--- config.mk ---
export PLATFORM = sky130hd
export DESIGN_NAME = uicl_ctrl
export DESIGN_NICKNAME = d
export VERILOG_FILES = /design/src/uicl_pkg.sv /design/src/uicl_ctrl.sv
export SDC_FILE = /design/constraint.sdc
export NUM_CORES = 1
export LEC_CHECK = 0
export ABC_AREA = 1
export BUFFER_PORTS_ARGS = -buffer_cell sky130_fd_sc_hd__buf_2
export CORE_UTILIZATION = 30
export CTS_BUF_LIST = sky130_fd_sc_hd__clkbuf_4 sky130_fd_sc_hd__clkbuf_8
export DETAILED_ROUTE_END_ITERATION = 7
export GPL_TIMING_DRIVEN = 0
export PLACE_DENSITY = 0.58
export SLEW_MARGIN = 40
export SYNTH_ARGS = -nofsm -noshare
export SYNTH_HDL_FRONTEND = slang
export SYNTH_SLANG_ARGS = --single-unit
export TNS_END_PERCENT = 10
--- constraint.sdc ---
create_clock -name CLOCK -period 6.9 [get_ports CLOCK]
set_input_delay 1.38 -clock CLOCK [delete_from_list [all_inputs] [get_ports CLOCK]]
set_output_delay 1.38 -clock CLOCK [all_outputs]
set_load 0.02 [all_outputs]
--- src/uicl_pkg.sv ---
// Package for the per-channel serial port control block
// Assumes an AXI4-Lite master with 32-bit data on the register side
package uicl_pkg;
  // Register indices; the byte address is four times the index
  localparam logic [4:0] IDX_DATA = 5'h0_0;
  localparam logic [4:0] IDX_IEN  = 5'h0_1;
  localparam logic [4:0] IDX_IID  = 5'h0_2;
  localparam logic [4:0] IDX_LFC  = 5'h0_3;
  localparam logic [4:0] IDX_LST  = 5'h0_5;
  localparam logic [4:0] IDX_MST  = 5'h0_6;
  localparam int unsigned ADDR_W  = 5;
  // Interrupt identification codes
  localparam logic [3:0] IID_LINE = 4'h6;
  localparam logic [3:0] IID_TOUT = 4'hC;
  localparam logic [3:0] IID_RXD  = 4'h4;
  localparam logic [3:0] IID_TXE  = 4'h2;
  localparam logic [3:0] IID_MDM  = 4'h0;
  localparam logic [3:0] IID_NONE = 4'h1;
  // Trigger levels
  localparam logic [4:0] TRIG_0 = 5'h0_1;
  localparam logic [4:0] TRIG_1 = 5'h0_4;
  localparam logic [4:0] TRIG_2 = 5'h0_8;
  localparam logic [4:0] TRIG_3 = 5'h0_E;
  localparam int unsigned FIFO_DEPTH = 16;
  // Time-out: four characters plus twelve bit times
  localparam int unsigned TOUT_CHARS = 4;
  localparam int unsigned TOUT_BITS  = 12;
  localparam logic [1:0] RESP_OKAY   = 2'h0;
  localparam logic [1:0] RESP_SLVERR = 2'h2;
  typedef enum logic [1:0] {UICL_IDLE, UICL_RESP} uicl_bus_t;
endpackage

--- src/uicl_ctrl.sv ---
// Interrupt, FIFO control and line format control of one channel
// Assumes the receive/transmit datapath sits outside and reports events
//
// Overview of operation
// [RQ1] FIFOs on, enables off: host polls status
// [RQ2] Receive irq on character or trigger level
// [RQ3] Transmit irq on empty, also on enabling
// [RQ4] Overrun at once; errors when at head
// [RQ5] Identification shows highest pending source
// [RQ6] Time-out after four chars plus twelve bits
// [RQ7] Transmit source: holding register or FIFO empty
// [RQ8] Modem irq from deltas, cleared by read
// [RQ9] Line irq cleared by status read
// [RQ10] Transmit irq cleared by id read or write
// [RQ11] Identification codes per priority level
// [RQ12] Bits 7:6 show FIFO enable, 5:4 zero
// [RQ13] FIFO control ignored unless bit 0 set
// [RQ14] FIFO reset bits pulse then self clear
// [RQ15] Bit 3 selects DMA pin signalling
// [RQ16] Trigger codes give 1, 4, 8, 14
// [RQ17] Word length 5 to 8 bits
// [RQ18] Stop bits 1, 1.5 or 2
// [RQ19] Parity enable and odd/even select
// [RQ20] Forced parity mark or space
// [RQ21] Break holds transmit line low
// [RQ22] Bit 7 selects divisor latch registers
// [RQ23] Data ready set on entry, clear empty
// [RQ24] Time-out timer restarts, idle when empty
//
// Added by the designer: the AXI4-Lite interface to the registers and the register addresses.
`timescale 1ns/100ps
module uicl_ctrl
  import uicl_pkg::*;
(
  input  wire logic              CLOCK,
  input  wire logic              RST,
  input  wire logic [ADDR_W-1:0] AWADDR,
  input  wire logic              AWVALID,
  output logic                   AWREADY,
  input  wire logic [31:0]       WDATA,
  input  wire logic [3:0]        WSTRB,
  input  wire logic              WVALID,
  output logic                   WREADY,
  output logic [1:0]             BRESP,
  output logic                   BVALID,
  input  wire logic              BREADY,
  input  wire logic [ADDR_W-1:0] ARADDR,
  input  wire logic              ARVALID,
  output logic                   ARREADY,
  output logic [31:0]            RDATA,
  output logic [1:0]             RRESP,
  output logic                   RVALID,
  input  wire logic              RREADY,
  input  wire logic              RX_PUSH,
  input  wire logic              RX_HEAD_ERR,
  input  wire logic              RX_OVERRUN,
  input  wire logic              TX_POP,
  input  wire logic              TX_SHIFT_IDLE,
  input  wire logic [3:0]        MODEM_DELTA,
  input  wire logic              BIT_TICK,
  output logic                   IRQ,
  output logic                   RX_FIFO_RESET,
  output logic                   TX_FIFO_RESET,
  output logic [3:0]             DATA_BITS,
  output logic [1:0]             STOP_HALVES_EXTRA,
  output logic                   PARITY_ON,
  output logic                   PARITY_FORCED,
  output logic                   PARITY_VALUE_EVEN,
  output logic                   BREAK_LOW,
  output logic                   DIVISOR_SELECT,
  output logic                   DATA_WRITE,
  output logic                   DATA_READ,
  output logic                   RX_READY_PIN_N,
  output logic                   TX_READY_PIN_N
);

  // ---------------------------------------------------------------
  // Helpers
  // ---------------------------------------------------------------
  function automatic logic [4:0] trig_level(input logic [1:0] code);
    case (code)
      2'h0:    trig_level = TRIG_0;
      2'h1:    trig_level = TRIG_1;
      2'h2:    trig_level = TRIG_2;
      default: trig_level = TRIG_3;
    endcase
  endfunction

  // Bit times per character incl. start, parity and stop
  function automatic logic [3:0] char_bits(input logic [7:0] lfc);
    logic [3:0] n;
    n = 4'h7 + {2'h0, lfc[1:0]} + {3'h0, lfc[3]} + {3'h0, lfc[2]};
    char_bits = n;
  endfunction

  // ---------------------------------------------------------------
  // State
  // ---------------------------------------------------------------
  typedef struct packed {
    uicl_bus_t  wst;
    uicl_bus_t  rst_;
    logic [1:0] bresp;
    logic [31:0] rdata;
    logic [1:0] rresp;
    logic [ADDR_W-1:0] awaddr;
    logic       aw_got;
    logic [31:0] wdata;
    logic       w_got;
    logic       w_lane0;
    logic [3:0] ien;
    logic [7:0] lfc;
    logic       fifo_on;
    logic       dma;
    logic [1:0] trig;
    logic       rx_rst;
    logic       tx_rst;
    logic [4:0] rx_cnt;
    logic [4:0] tx_cnt;
    logic       overrun;
    logic       err_held;
    logic [3:0] mdelta;
    logic       txe_irq;
    logic       tout;
    logic [6:0] tcnt;
    logic       data_wr;
    logic       data_rd;
  } uicl_state_t;

  uicl_state_t s;
  uicl_state_t next_s;

  logic [3:0] iid;
  logic       rd_fire;
  logic       wr_fire;
  logic [ADDR_W-1:0] ridx;
  logic [ADDR_W-1:0] widx;
  logic       rx_irq;
  logic       line_irq;
  logic       tx_empty;
  logic [6:0] tout_limit;

  assign ridx     = ARADDR >> 2;
  assign widx     = s.awaddr >> 2;
  assign rd_fire  = ARVALID && (s.rst_ == UICL_IDLE);
  assign wr_fire  = s.aw_got && s.w_got && (s.wst == UICL_IDLE);
  // Transmit source is holding register or FIFO empty
  assign tx_empty = (s.tx_cnt == 5'h0_0); // [RQ7]
  // Trigger level 1 in non-FIFO mode means one character held
  assign rx_irq   = s.fifo_on ? (s.rx_cnt >= trig_level(s.trig))
                              : (s.rx_cnt != 5'h0_0); // [RQ2] [RQ16]
  assign line_irq = s.overrun || s.err_held; // [RQ4]
  assign tout_limit = 7'(TOUT_CHARS) * {3'h0, char_bits(s.lfc)}
                    + 7'(TOUT_BITS); // [RQ6]

  // Priority encoder; all enables clear gives polled mode
  always_comb begin
    if (s.ien[2] && line_irq) begin
      iid = IID_LINE; // [RQ5] [RQ11] [RQ1]
    end else if (s.ien[0] && s.tout) begin
      iid = IID_TOUT;
    end else if (s.ien[0] && rx_irq) begin
      iid = IID_RXD;
    end else if (s.ien[1] && s.txe_irq) begin
      iid = IID_TXE;
    end else if (s.ien[3] && (s.mdelta != 4'h0)) begin
      iid = IID_MDM; // [RQ8]
    end else begin
      iid = IID_NONE;
    end
  end

  // ---------------------------------------------------------------
  // Next state
  // ---------------------------------------------------------------
  always_comb begin
    next_s = s;
    next_s.rx_rst  = 1'b0; // [RQ14]
    next_s.tx_rst  = 1'b0;
    next_s.data_wr = 1'b0;
    next_s.data_rd = 1'b0;
    // Write channels taken in either order
    if (AWVALID && !s.aw_got) begin
      next_s.aw_got = 1'b1;
      next_s.awaddr = AWADDR;
    end
    if (WVALID && !s.w_got) begin
      next_s.w_got = 1'b1;
      next_s.wdata = WDATA;
      next_s.w_lane0 = WSTRB[0];
    end
    // FIFO counters track datapath events
    if (RX_PUSH && s.rx_cnt != 5'(FIFO_DEPTH)) begin
      next_s.rx_cnt = s.rx_cnt + 5'h0_1; // [RQ23]
      next_s.tcnt   = 7'h0_0; // [RQ24]
    end
    if (TX_POP && s.tx_cnt != 5'h0_0) begin
      next_s.tx_cnt = s.tx_cnt - 5'h0_1;
      if (s.tx_cnt == 5'h0_1) begin
        next_s.txe_irq = 1'b1; // [RQ3]
      end
    end
    if (RX_OVERRUN) begin
      next_s.overrun = 1'b1;
    end
    next_s.err_held = RX_HEAD_ERR && (s.rx_cnt != 5'h0_0) ? 1'b1
                    : s.err_held;
    // Timer runs only while data waits
    if (s.rx_cnt == 5'h0_0) begin
      next_s.tcnt = 7'h0_0; // [RQ24]
    end else if (BIT_TICK && !RX_PUSH && !s.tout) begin
      if (s.tcnt + 7'h0_1 >= tout_limit) begin
        next_s.tout = 1'b1; // [RQ6]
      end
      next_s.tcnt = s.tcnt + 7'h0_1;
    end
    // Write path
    if (wr_fire) begin
      next_s.aw_got = 1'b0;
      next_s.w_got  = 1'b0;
      next_s.wst    = UICL_RESP;
      next_s.bresp  = RESP_OKAY;
      if (s.w_lane0) begin
        case (widx)
          IDX_DATA: begin
            if (!s.lfc[7]) begin
              next_s.data_wr = 1'b1;
              next_s.txe_irq = 1'b0; // [RQ10]
              if (s.tx_cnt != 5'(FIFO_DEPTH) &&
                  (s.fifo_on || s.tx_cnt == 5'h0_0)) begin
                next_s.tx_cnt = next_s.tx_cnt + 5'h0_1;
              end
            end
          end
          IDX_IEN: begin
            if (!s.lfc[7]) begin
              next_s.ien = s.wdata[3:0];
              if (s.wdata[1] && !s.ien[1] && tx_empty) begin
                next_s.txe_irq = 1'b1; // [RQ3]
              end
            end
          end
          IDX_IID: begin
            next_s.fifo_on = s.wdata[0]; // [RQ13]
            if (s.wdata[0]) begin
              next_s.rx_rst = s.wdata[1]; // [RQ14]
              next_s.tx_rst = s.wdata[2];
              next_s.dma    = s.wdata[3]; // [RQ15]
              next_s.trig   = s.wdata[7:6]; // [RQ16]
              if (s.wdata[1]) begin
                next_s.rx_cnt   = 5'h0_0;
                next_s.err_held = 1'b0;
                next_s.tout     = 1'b0;
              end
              if (s.wdata[2]) begin
                next_s.tx_cnt  = 5'h0_0;
                next_s.txe_irq = 1'b1;
              end
            end
          end
          IDX_LFC: next_s.lfc = s.wdata[7:0]; // [RQ17] [RQ22]
          default: ;
        endcase
      end
    end
    if (s.wst == UICL_RESP && BREADY) begin
      next_s.wst = UICL_IDLE;
    end
    // Read path
    if (rd_fire) begin
      next_s.rst_  = UICL_RESP;
      next_s.rresp = RESP_OKAY;
      next_s.rdata = 32'h0000_0000;
      case (ridx)
        IDX_DATA: begin
          if (!s.lfc[7]) begin
            next_s.data_rd = 1'b1;
            next_s.tout    = 1'b0; // [RQ6]
            next_s.tcnt    = 7'h0_0; // [RQ24]
            next_s.err_held = 1'b0;
            if (s.rx_cnt != 5'h0_0 && next_s.rx_cnt != 5'h0_0) begin
              next_s.rx_cnt = next_s.rx_cnt - 5'h0_1; // [RQ23]
            end
          end
        end
        IDX_IEN: next_s.rdata[3:0] = s.lfc[7] ? 4'h0 : s.ien; // [RQ22]
        IDX_IID: begin
          next_s.rdata[7:0] = {{2{s.fifo_on}}, 2'h0, iid}; // [RQ12]
          // A last-character pop in the same cycle wins over the clear
          if (iid == IID_TXE && !(TX_POP && s.tx_cnt == 5'h0_1)) begin
            next_s.txe_irq = 1'b0; // [RQ10]
          end
        end
        IDX_LFC: next_s.rdata[7:0] = s.lfc;
        IDX_LST: begin
          next_s.rdata[7:0] = {s.err_held, tx_empty && TX_SHIFT_IDLE,
                               tx_empty, 2'h0, s.err_held, s.overrun,
                               s.rx_cnt != 5'h0_0}; // [RQ1] [RQ23]
          next_s.overrun  = RX_OVERRUN; // [RQ9]
          next_s.err_held = 1'b0;
        end
        IDX_MST: begin
          next_s.rdata[3:0] = s.mdelta;
          next_s.mdelta     = MODEM_DELTA; // [RQ8]
        end
        default: next_s.rresp = RESP_SLVERR;
      endcase
    end
    // Modem deltas set; a set in the read cycle survives
    if (!(rd_fire && ridx == IDX_MST)) begin
      next_s.mdelta = s.mdelta | MODEM_DELTA;
    end
    if (s.rst_ == UICL_RESP && RREADY) begin
      next_s.rst_ = UICL_IDLE;
    end
  end

  always_ff @(posedge CLOCK or posedge RST) begin
    if (RST) begin
      s <= '0;
    end else begin
      s <= next_s;
    end
  end

  // ---------------------------------------------------------------
  // Outputs
  // ---------------------------------------------------------------
  assign AWREADY = !s.aw_got;
  assign WREADY  = !s.w_got;
  assign BVALID  = (s.wst == UICL_RESP);
  assign BRESP   = s.bresp;
  assign ARREADY = (s.rst_ == UICL_IDLE);
  assign RVALID  = (s.rst_ == UICL_RESP);
  assign RDATA   = s.rdata;
  assign RRESP   = s.rresp;
  assign IRQ     = (iid != IID_NONE);
  assign RX_FIFO_RESET = s.rx_rst;
  assign TX_FIFO_RESET = s.tx_rst;
  assign DATA_WRITE    = s.data_wr;
  assign DATA_READ     = s.data_rd;
  assign DATA_BITS     = 4'h5 + {2'h0, s.lfc[1:0]}; // [RQ17]
  // Extra half stop bits: none with bit 2 clear; else 1 for 5-bit words, 2 otherwise
  assign STOP_HALVES_EXTRA = !s.lfc[2] ? 2'h0
                           : (s.lfc[1:0] == 2'h0) ? 2'h1 : 2'h2; // [RQ18]
  assign PARITY_ON         = s.lfc[3]; // [RQ19]
  assign PARITY_VALUE_EVEN = s.lfc[4];
  assign PARITY_FORCED     = s.lfc[3] && s.lfc[5]; // [RQ20]
  assign BREAK_LOW         = s.lfc[6]; // [RQ21]
  assign DIVISOR_SELECT    = s.lfc[7]; // [RQ22]
  // Normal mode: any data / empty; DMA mode with FIFOs on: trigger or time-out / not full
  assign RX_READY_PIN_N = !(s.dma && s.fifo_on ? rx_irq || s.tout
                                               : s.rx_cnt != 5'h0_0);
  assign TX_READY_PIN_N = !(s.dma && s.fifo_on
                            ? s.tx_cnt != 5'(FIFO_DEPTH)
                            : tx_empty); // [RQ15]

  // ---------------------------------------------------------------
  // Assertions
  // ---------------------------------------------------------------
  a_line_first: assert property (@(posedge CLOCK) disable iff (RST) // [RQ5]
    (s.ien[2] && line_irq) |-> iid == IID_LINE)
    else $error("Line status not reported first");
  a_iid_none: assert property (@(posedge CLOCK) disable iff (RST) // [RQ1]
    (s.ien == 4'h0) |-> iid == IID_NONE)
    else $error("Source reported with enables off");
  a_fifo_bits: assert property (@(posedge CLOCK) disable iff (RST) // [RQ12]
    (rd_fire && ridx == IDX_IID) |=>
      RDATA[7:4] == {{2{$past(s.fifo_on)}}, 2'h0})
    else $error("Identification upper bits wrong");
  a_fcr_gate: assert property (@(posedge CLOCK) disable iff (RST) // [RQ13]
    (wr_fire && widx == IDX_IID && s.w_lane0 && !s.wdata[0]) |=>
      $stable(s.trig) && !s.rx_rst)
    else $error("FIFO control taken without enable");
  a_rst_pulse: assert property (@(posedge CLOCK) disable iff (RST) // [RQ14]
    s.rx_rst |-> s.rx_cnt == 5'h0_0 ##1 !s.rx_rst)
    else $error("Receive reset did not self clear");
  a_txe_clear: assert property (@(posedge CLOCK) disable iff (RST) // [RQ10]
    (rd_fire && ridx == IDX_IID && iid == IID_TXE && !TX_POP) |=>
      !s.txe_irq)
    else $error("Transmit irq not cleared by id read");
  a_break_line: assert property (@(posedge CLOCK) disable iff (RST) // [RQ21]
    BREAK_LOW == s.lfc[6])
    else $error("Break output not following control");
  a_tout_clear: assert property (@(posedge CLOCK) disable iff (RST) // [RQ6]
    (rd_fire && ridx == IDX_DATA && !s.lfc[7]) |=> !s.tout)
    else $error("Time-out not cleared by data read");
  a_mdm_hold: assert property (@(posedge CLOCK) disable iff (RST) // [RQ8]
    (MODEM_DELTA != 4'h0) |=> s.mdelta != 4'h0)
    else $error("Modem delta lost");
  a_stop_len: assert property (@(posedge CLOCK) disable iff (RST) // [RQ18]
    (s.lfc[2] && s.lfc[1:0] == 2'h0) |-> STOP_HALVES_EXTRA == 2'h1)
    else $error("Stop length wrong for 5-bit words");

endmodule

Word level (Yosys, flattened, before mapping):

Index checks and enable logic that the tools add are counted.
W data, S select, Z words.

* bits in registers: 75
* input port bits: 63
* word-level logic and storage cells: 198

* add/sub/neg operators: 10
* $lt $le $gt $ge: 2
* eq/ne operators: 19
* multiplexer cells: 79
* bitwise gates (word level): 2
* reductions and logical operators: 60

Operator list (number)
* $mux W5: 10
* $mux W12: 3
* $mux W1: 34
* $mux W8: 4
* $logic_and A1 B1 Y1: 27
* $mux W2: 12
* $pmux W4 S3: 2
* $mux W7: 3
* $logic_not A5 Y1: 4
* $mux W4: 5
* $pmux W4 S5: 1
* $mux W15: 1
* $reduce_bool A5 Y1: 3
* $eq A3 B2 Y1 const B: 4
* $add A5 B1 Y5 const B: 2
* $ne A5 B5 Y1 const B: 2
* $pmux W5 S2: 1
* $sub A5 B1 Y5 const B: 2
* $add A3 B2 Y4 const A: 2
* $add A4 B1 Y4: 2
* $logic_not A1 Y1: 8
* $logic_not A2 Y1: 4
* $reduce_and A4 Y1: 2
* $reduce_bool A2 Y1: 4
* 22 further kinds: 30

Longest topological paths before layout:

* depth after elaboration: 18
* gate-level depth with buffers: 19
* gate-level depth less buffers: 19

Worst setup path before layout:

OpenSTA, ideal clock, no wires.

* path kind: register to output
* from: reg s[24] in the netlist's numbering
* to: out RX_READY_PIN_N
* arrival: 1.591 ns
* setup slack: 3.929 ns
* stages on the path, launching flop included: 9
* path buffers: 0
* path through: dfrtp_1 ha_1 nand2_1 nand2_1 nand2_1 nand4_1 nand2_1 nand2_1 o21ai_0

* cells in the longest elaborated chain, start to end: 5

Ends and longest elaborated chain
* start: declaration: line uicl_ctrl.sv:129 `uicl_state_t s;`
* start signal: assignment: line uicl_ctrl.sv:321 `s <= next_s;`
* $ge A5 B5 Y1 or $reduce_bool A5 Y1 (tied branches): line uicl_ctrl.sv:149, uicl_ctrl.sv:150, uicl_ctrl.sv:352
* $mux W1: line uicl_ctrl.sv:149 `assign rx_irq = s.fifo_on ? (s.rx_cnt >= trig_level(s.trig))`
* $logic_or A1 B1 Y1: line uicl_ctrl.sv:351 `assign RX_READY_PIN_N = !(s.dma && s.fifo_on ? rx_irq || s.tout`
* $mux W1 (*): line uicl_ctrl.sv:351
* $logic_not A1 Y1 (*): line uicl_ctrl.sv:351
* end: declaration: line uicl_ctrl.sv:73 `output logic RX_READY_PIN_N,`

Mark *: on every way between the ends. The rest lies on a longest branch, timed or not.

Worst setup path after layout:

* from: reg s[22] in the netlist's numbering
* to: out RX_READY_PIN_N

The elaborated chain is that of the path after synthesis.

==> run metrics <==
Crit Reg-Reg Startpoint=PARITY_ON$_DFFE_PP0P_; Post-Route WL=around 11000 um; Layout fillers=1579; CP endpoint kind=output port; end of the worst hold path=RRESP[1]$_DFFE_PP0P_; total gr overflow=0; Worst-path clk slew=0.09 ns; final setup vio count=0; dominant synthesized flop cell=dfrtp_1; via count=3802; Yosys reg bits=70; Netlist Area Pre-Place=around 0.0045 mm^2; worst endpoint required time=around 5.5 ns; worst skew pair latency=0.37 ns; Worst Setup Path Type=flip-flop to output port; Least-Margin Pin Slew=0.502 ns; placement row count=44; Setup TNS Final=0 ns; startpoint type of the worst setup path=flip-flop; crit-path max FO=6; Die X-Extent=124 um; Clock Path Buffers=2; hold_ws=~0.49 ns; Hold Vio Cnt, Final=0; drt drc=0; commonest non-fill, non-tap cell in the layout=nand2_1; drt wl/cell=12.3 um; CTS root buf=clkbuf_8; fraction of registers with async set/reset=1.00; Tmin final=3.48 ns; Max Fclk=~290 MHz; sequential fraction of the synthesis area=0.391; Critical-path top delay cell=dfrtp_1; Hold Path Origin=RRESP[1]$_DFFE_PP0P_; Cells after Synth=567; Leak=2.93 nW; Setup WS pre-CTS=3.77 ns; worst setup margin=3.42 ns; CTS tree=yes; RSZ-0062 raised after global routing=false; Final nets=756; Vias/cell=4.44; maximum VDD drop=0.111 mV; Tcrit/Tclk final=0.504; number of buffers added on ports=63; final core utilization=0.367; initial antenna violation count=0; fraction of layout cells with a size suffix above 1=0.221; DR pass1 iterations=4; Post-synth EDFFs=0; 1st-iter DRT viols=289; H-tree lvl count=3; CTS Buf Count=9; Detail Route Antenna Nets=0; reg-to-reg critical path endpoint=s[9]$_DFF_PP0_; outcome=complete, no violations; Hold Crit Class=flip-flop to flip-flop; reg2reg path depth=16; Initial Util=0.308; Synth warnings=0; slew margin rel.=0.662; CTS resizes=0; Power Dens Cells=377 mW/mm^2; Area Growth Syn to Fin=19.1%; Die Ht=between 100 and 150 um; Cell variety after synth=45; Core Footprint=roughly 0.015 mm^2; clock sink count=70; post-CTS setup buffers=0; # IOs=~120; Placed Area=0.00514 mm^2; Syn Area/Cell=7.90 um^2; critical path arrival=2.10 ns; final RePlAce weighted congestion=0.816; global-route wire length before repair=17000 um; commonest cells after routing, fill and taps aside=nand2_1 (118), inv_1 (81), dfrtp_1 (70); clk_skew=around 0.0098 ns; Ant. Diodes=0; hold path depth=2; final instance area=0.00533 mm^2; Total GRT Usage=0.145; flop2flop setup slack=between 3 and 4 ns; post-DP HPWL=8230 um; largest incremental delay on the critical path=roughly 0.42 ns; largest net degree at the start of global routing=41; DIE AREA=0.0154 mm^2; Critical Path, Cell by Cell=inv_1 > ha_1 > nand3_1 > a21oi_1 > nand2_1 > o21ai_0 > buf_2; Slew Limit Fails=0; max cap viols=0; vias in the first global route=3494; Post-CTS Hold Buffers=0
[per-stage QoR]
step	power [mW]	instances
after floorplan	1.44	593
after global placement	1.69	840
after detailed placement	1.70	841
after CTS	2.04	857
after global routing	2.23	857
final	2.01	857
[kinds of logic (layout without fill, tap and decap cells)]
family | Yosys count | after routing | synth area share
fa+ha+maj | 25 | 25 | 0.0715
buf+inv | 130 | 210 | 0.139
other cells | 1 | 27 | 0.000838
xor+xnor | 12 | 12 | 0.0252
compound gates | 91 | 91 | 0.119
flops | 70 | 70 | 0.391
simple gates | 238 | 238 | 0.253
[synth_stat cells (5+ instances only)]
cell type  number  area share
o21bai_1        6       0.010
o21ai_1         5      0.0056
nand2_1       118       0.099
inv_1          82       0.069
nor3_1          7      0.0078
nand3_1        26       0.029
a22oi_1         5      0.0084
xor2_1          7       0.014
inv_2           8      0.0067
a21oi_1        23       0.026
o21ai_0        31       0.035
nand4_1        15       0.021
nor2_1         47       0.039
dfrtp_1        70        0.39
buf_4          36       0.060
ha_1           24       0.067
[routing by layer]
layer,global-route usage,part of all wire
met1,0.198,0.49
met2,0.223,0.44
met3,0.0307,0.061
met4,0.0580,0.016
met5,0,0
[state kept, by name (all words and copies together), names as in the netlist]
| signal | cells |
|---|---|
| BREAK_LOW | 1 |
| DATA_READ | 1 |
| DATA_WRITE | 1 |
| DIVISOR_SELECT | 1 |
| PARITY_ON | 1 |
| PARITY_VALUE_EVEN | 1 |
| RDATA | 8 |
| RRESP | 1 |
| RX_FIFO_RESET | 1 |
| TX_FIFO_RESET | 1 |
| s | 53 |
[how the worst max path moves through the flow]
stage	start	end	cells past startpoint
final	s[22]$_DFF_PP0_	RX_READY_PIN_N	7
after global routing	s[22]$_DFF_PP0_	RX_READY_PIN_N	7
after CTS	s[23]$_DFF_PP0_	RX_READY_PIN_N	7
after detailed placement	s[23]$_DFF_PP0_	RX_READY_PIN_N	7
after global placement	RST	s[18]$_DFF_PP0_	2
after floorplan	RST	BREAK_LOW$_DFFE_PP0P_	1
[worst max-delay path, delay by kind of cell, from the launching register on]
kind / cells / cell delay (ns)
AO/OA/AOI/OAI: 2 / 0.44
flip-flops: 1 / 0.42
buffers and inverters: 2 / 0.34
AND/OR/NAND/NOR: 2 / 0.33
adder cells (fa/ha/maj): 1 / 0.19
[area by class of cell]
type                       instances  area [um^2]  area share
clock inverter                     7         61.3      0.0115
buffer                            39          282      0.0528
tap                              184          230      0.0432
timing repair buffer              64          335      0.0629
inverter                          91          347      0.0650
clock buffer                       9          124      0.0232
sequential                        70         1750       0.329
multi-input combinational        393         2200       0.413
[power by group]
group / switching (mW) / internal, mW
clock: 0.187 / 0.137
combinational: 0.629 / 0.365
sequential: 0.147 / 0.545
total: 0.963 / 1.05
Note: power is estimated with default switching activity, not from simulation.
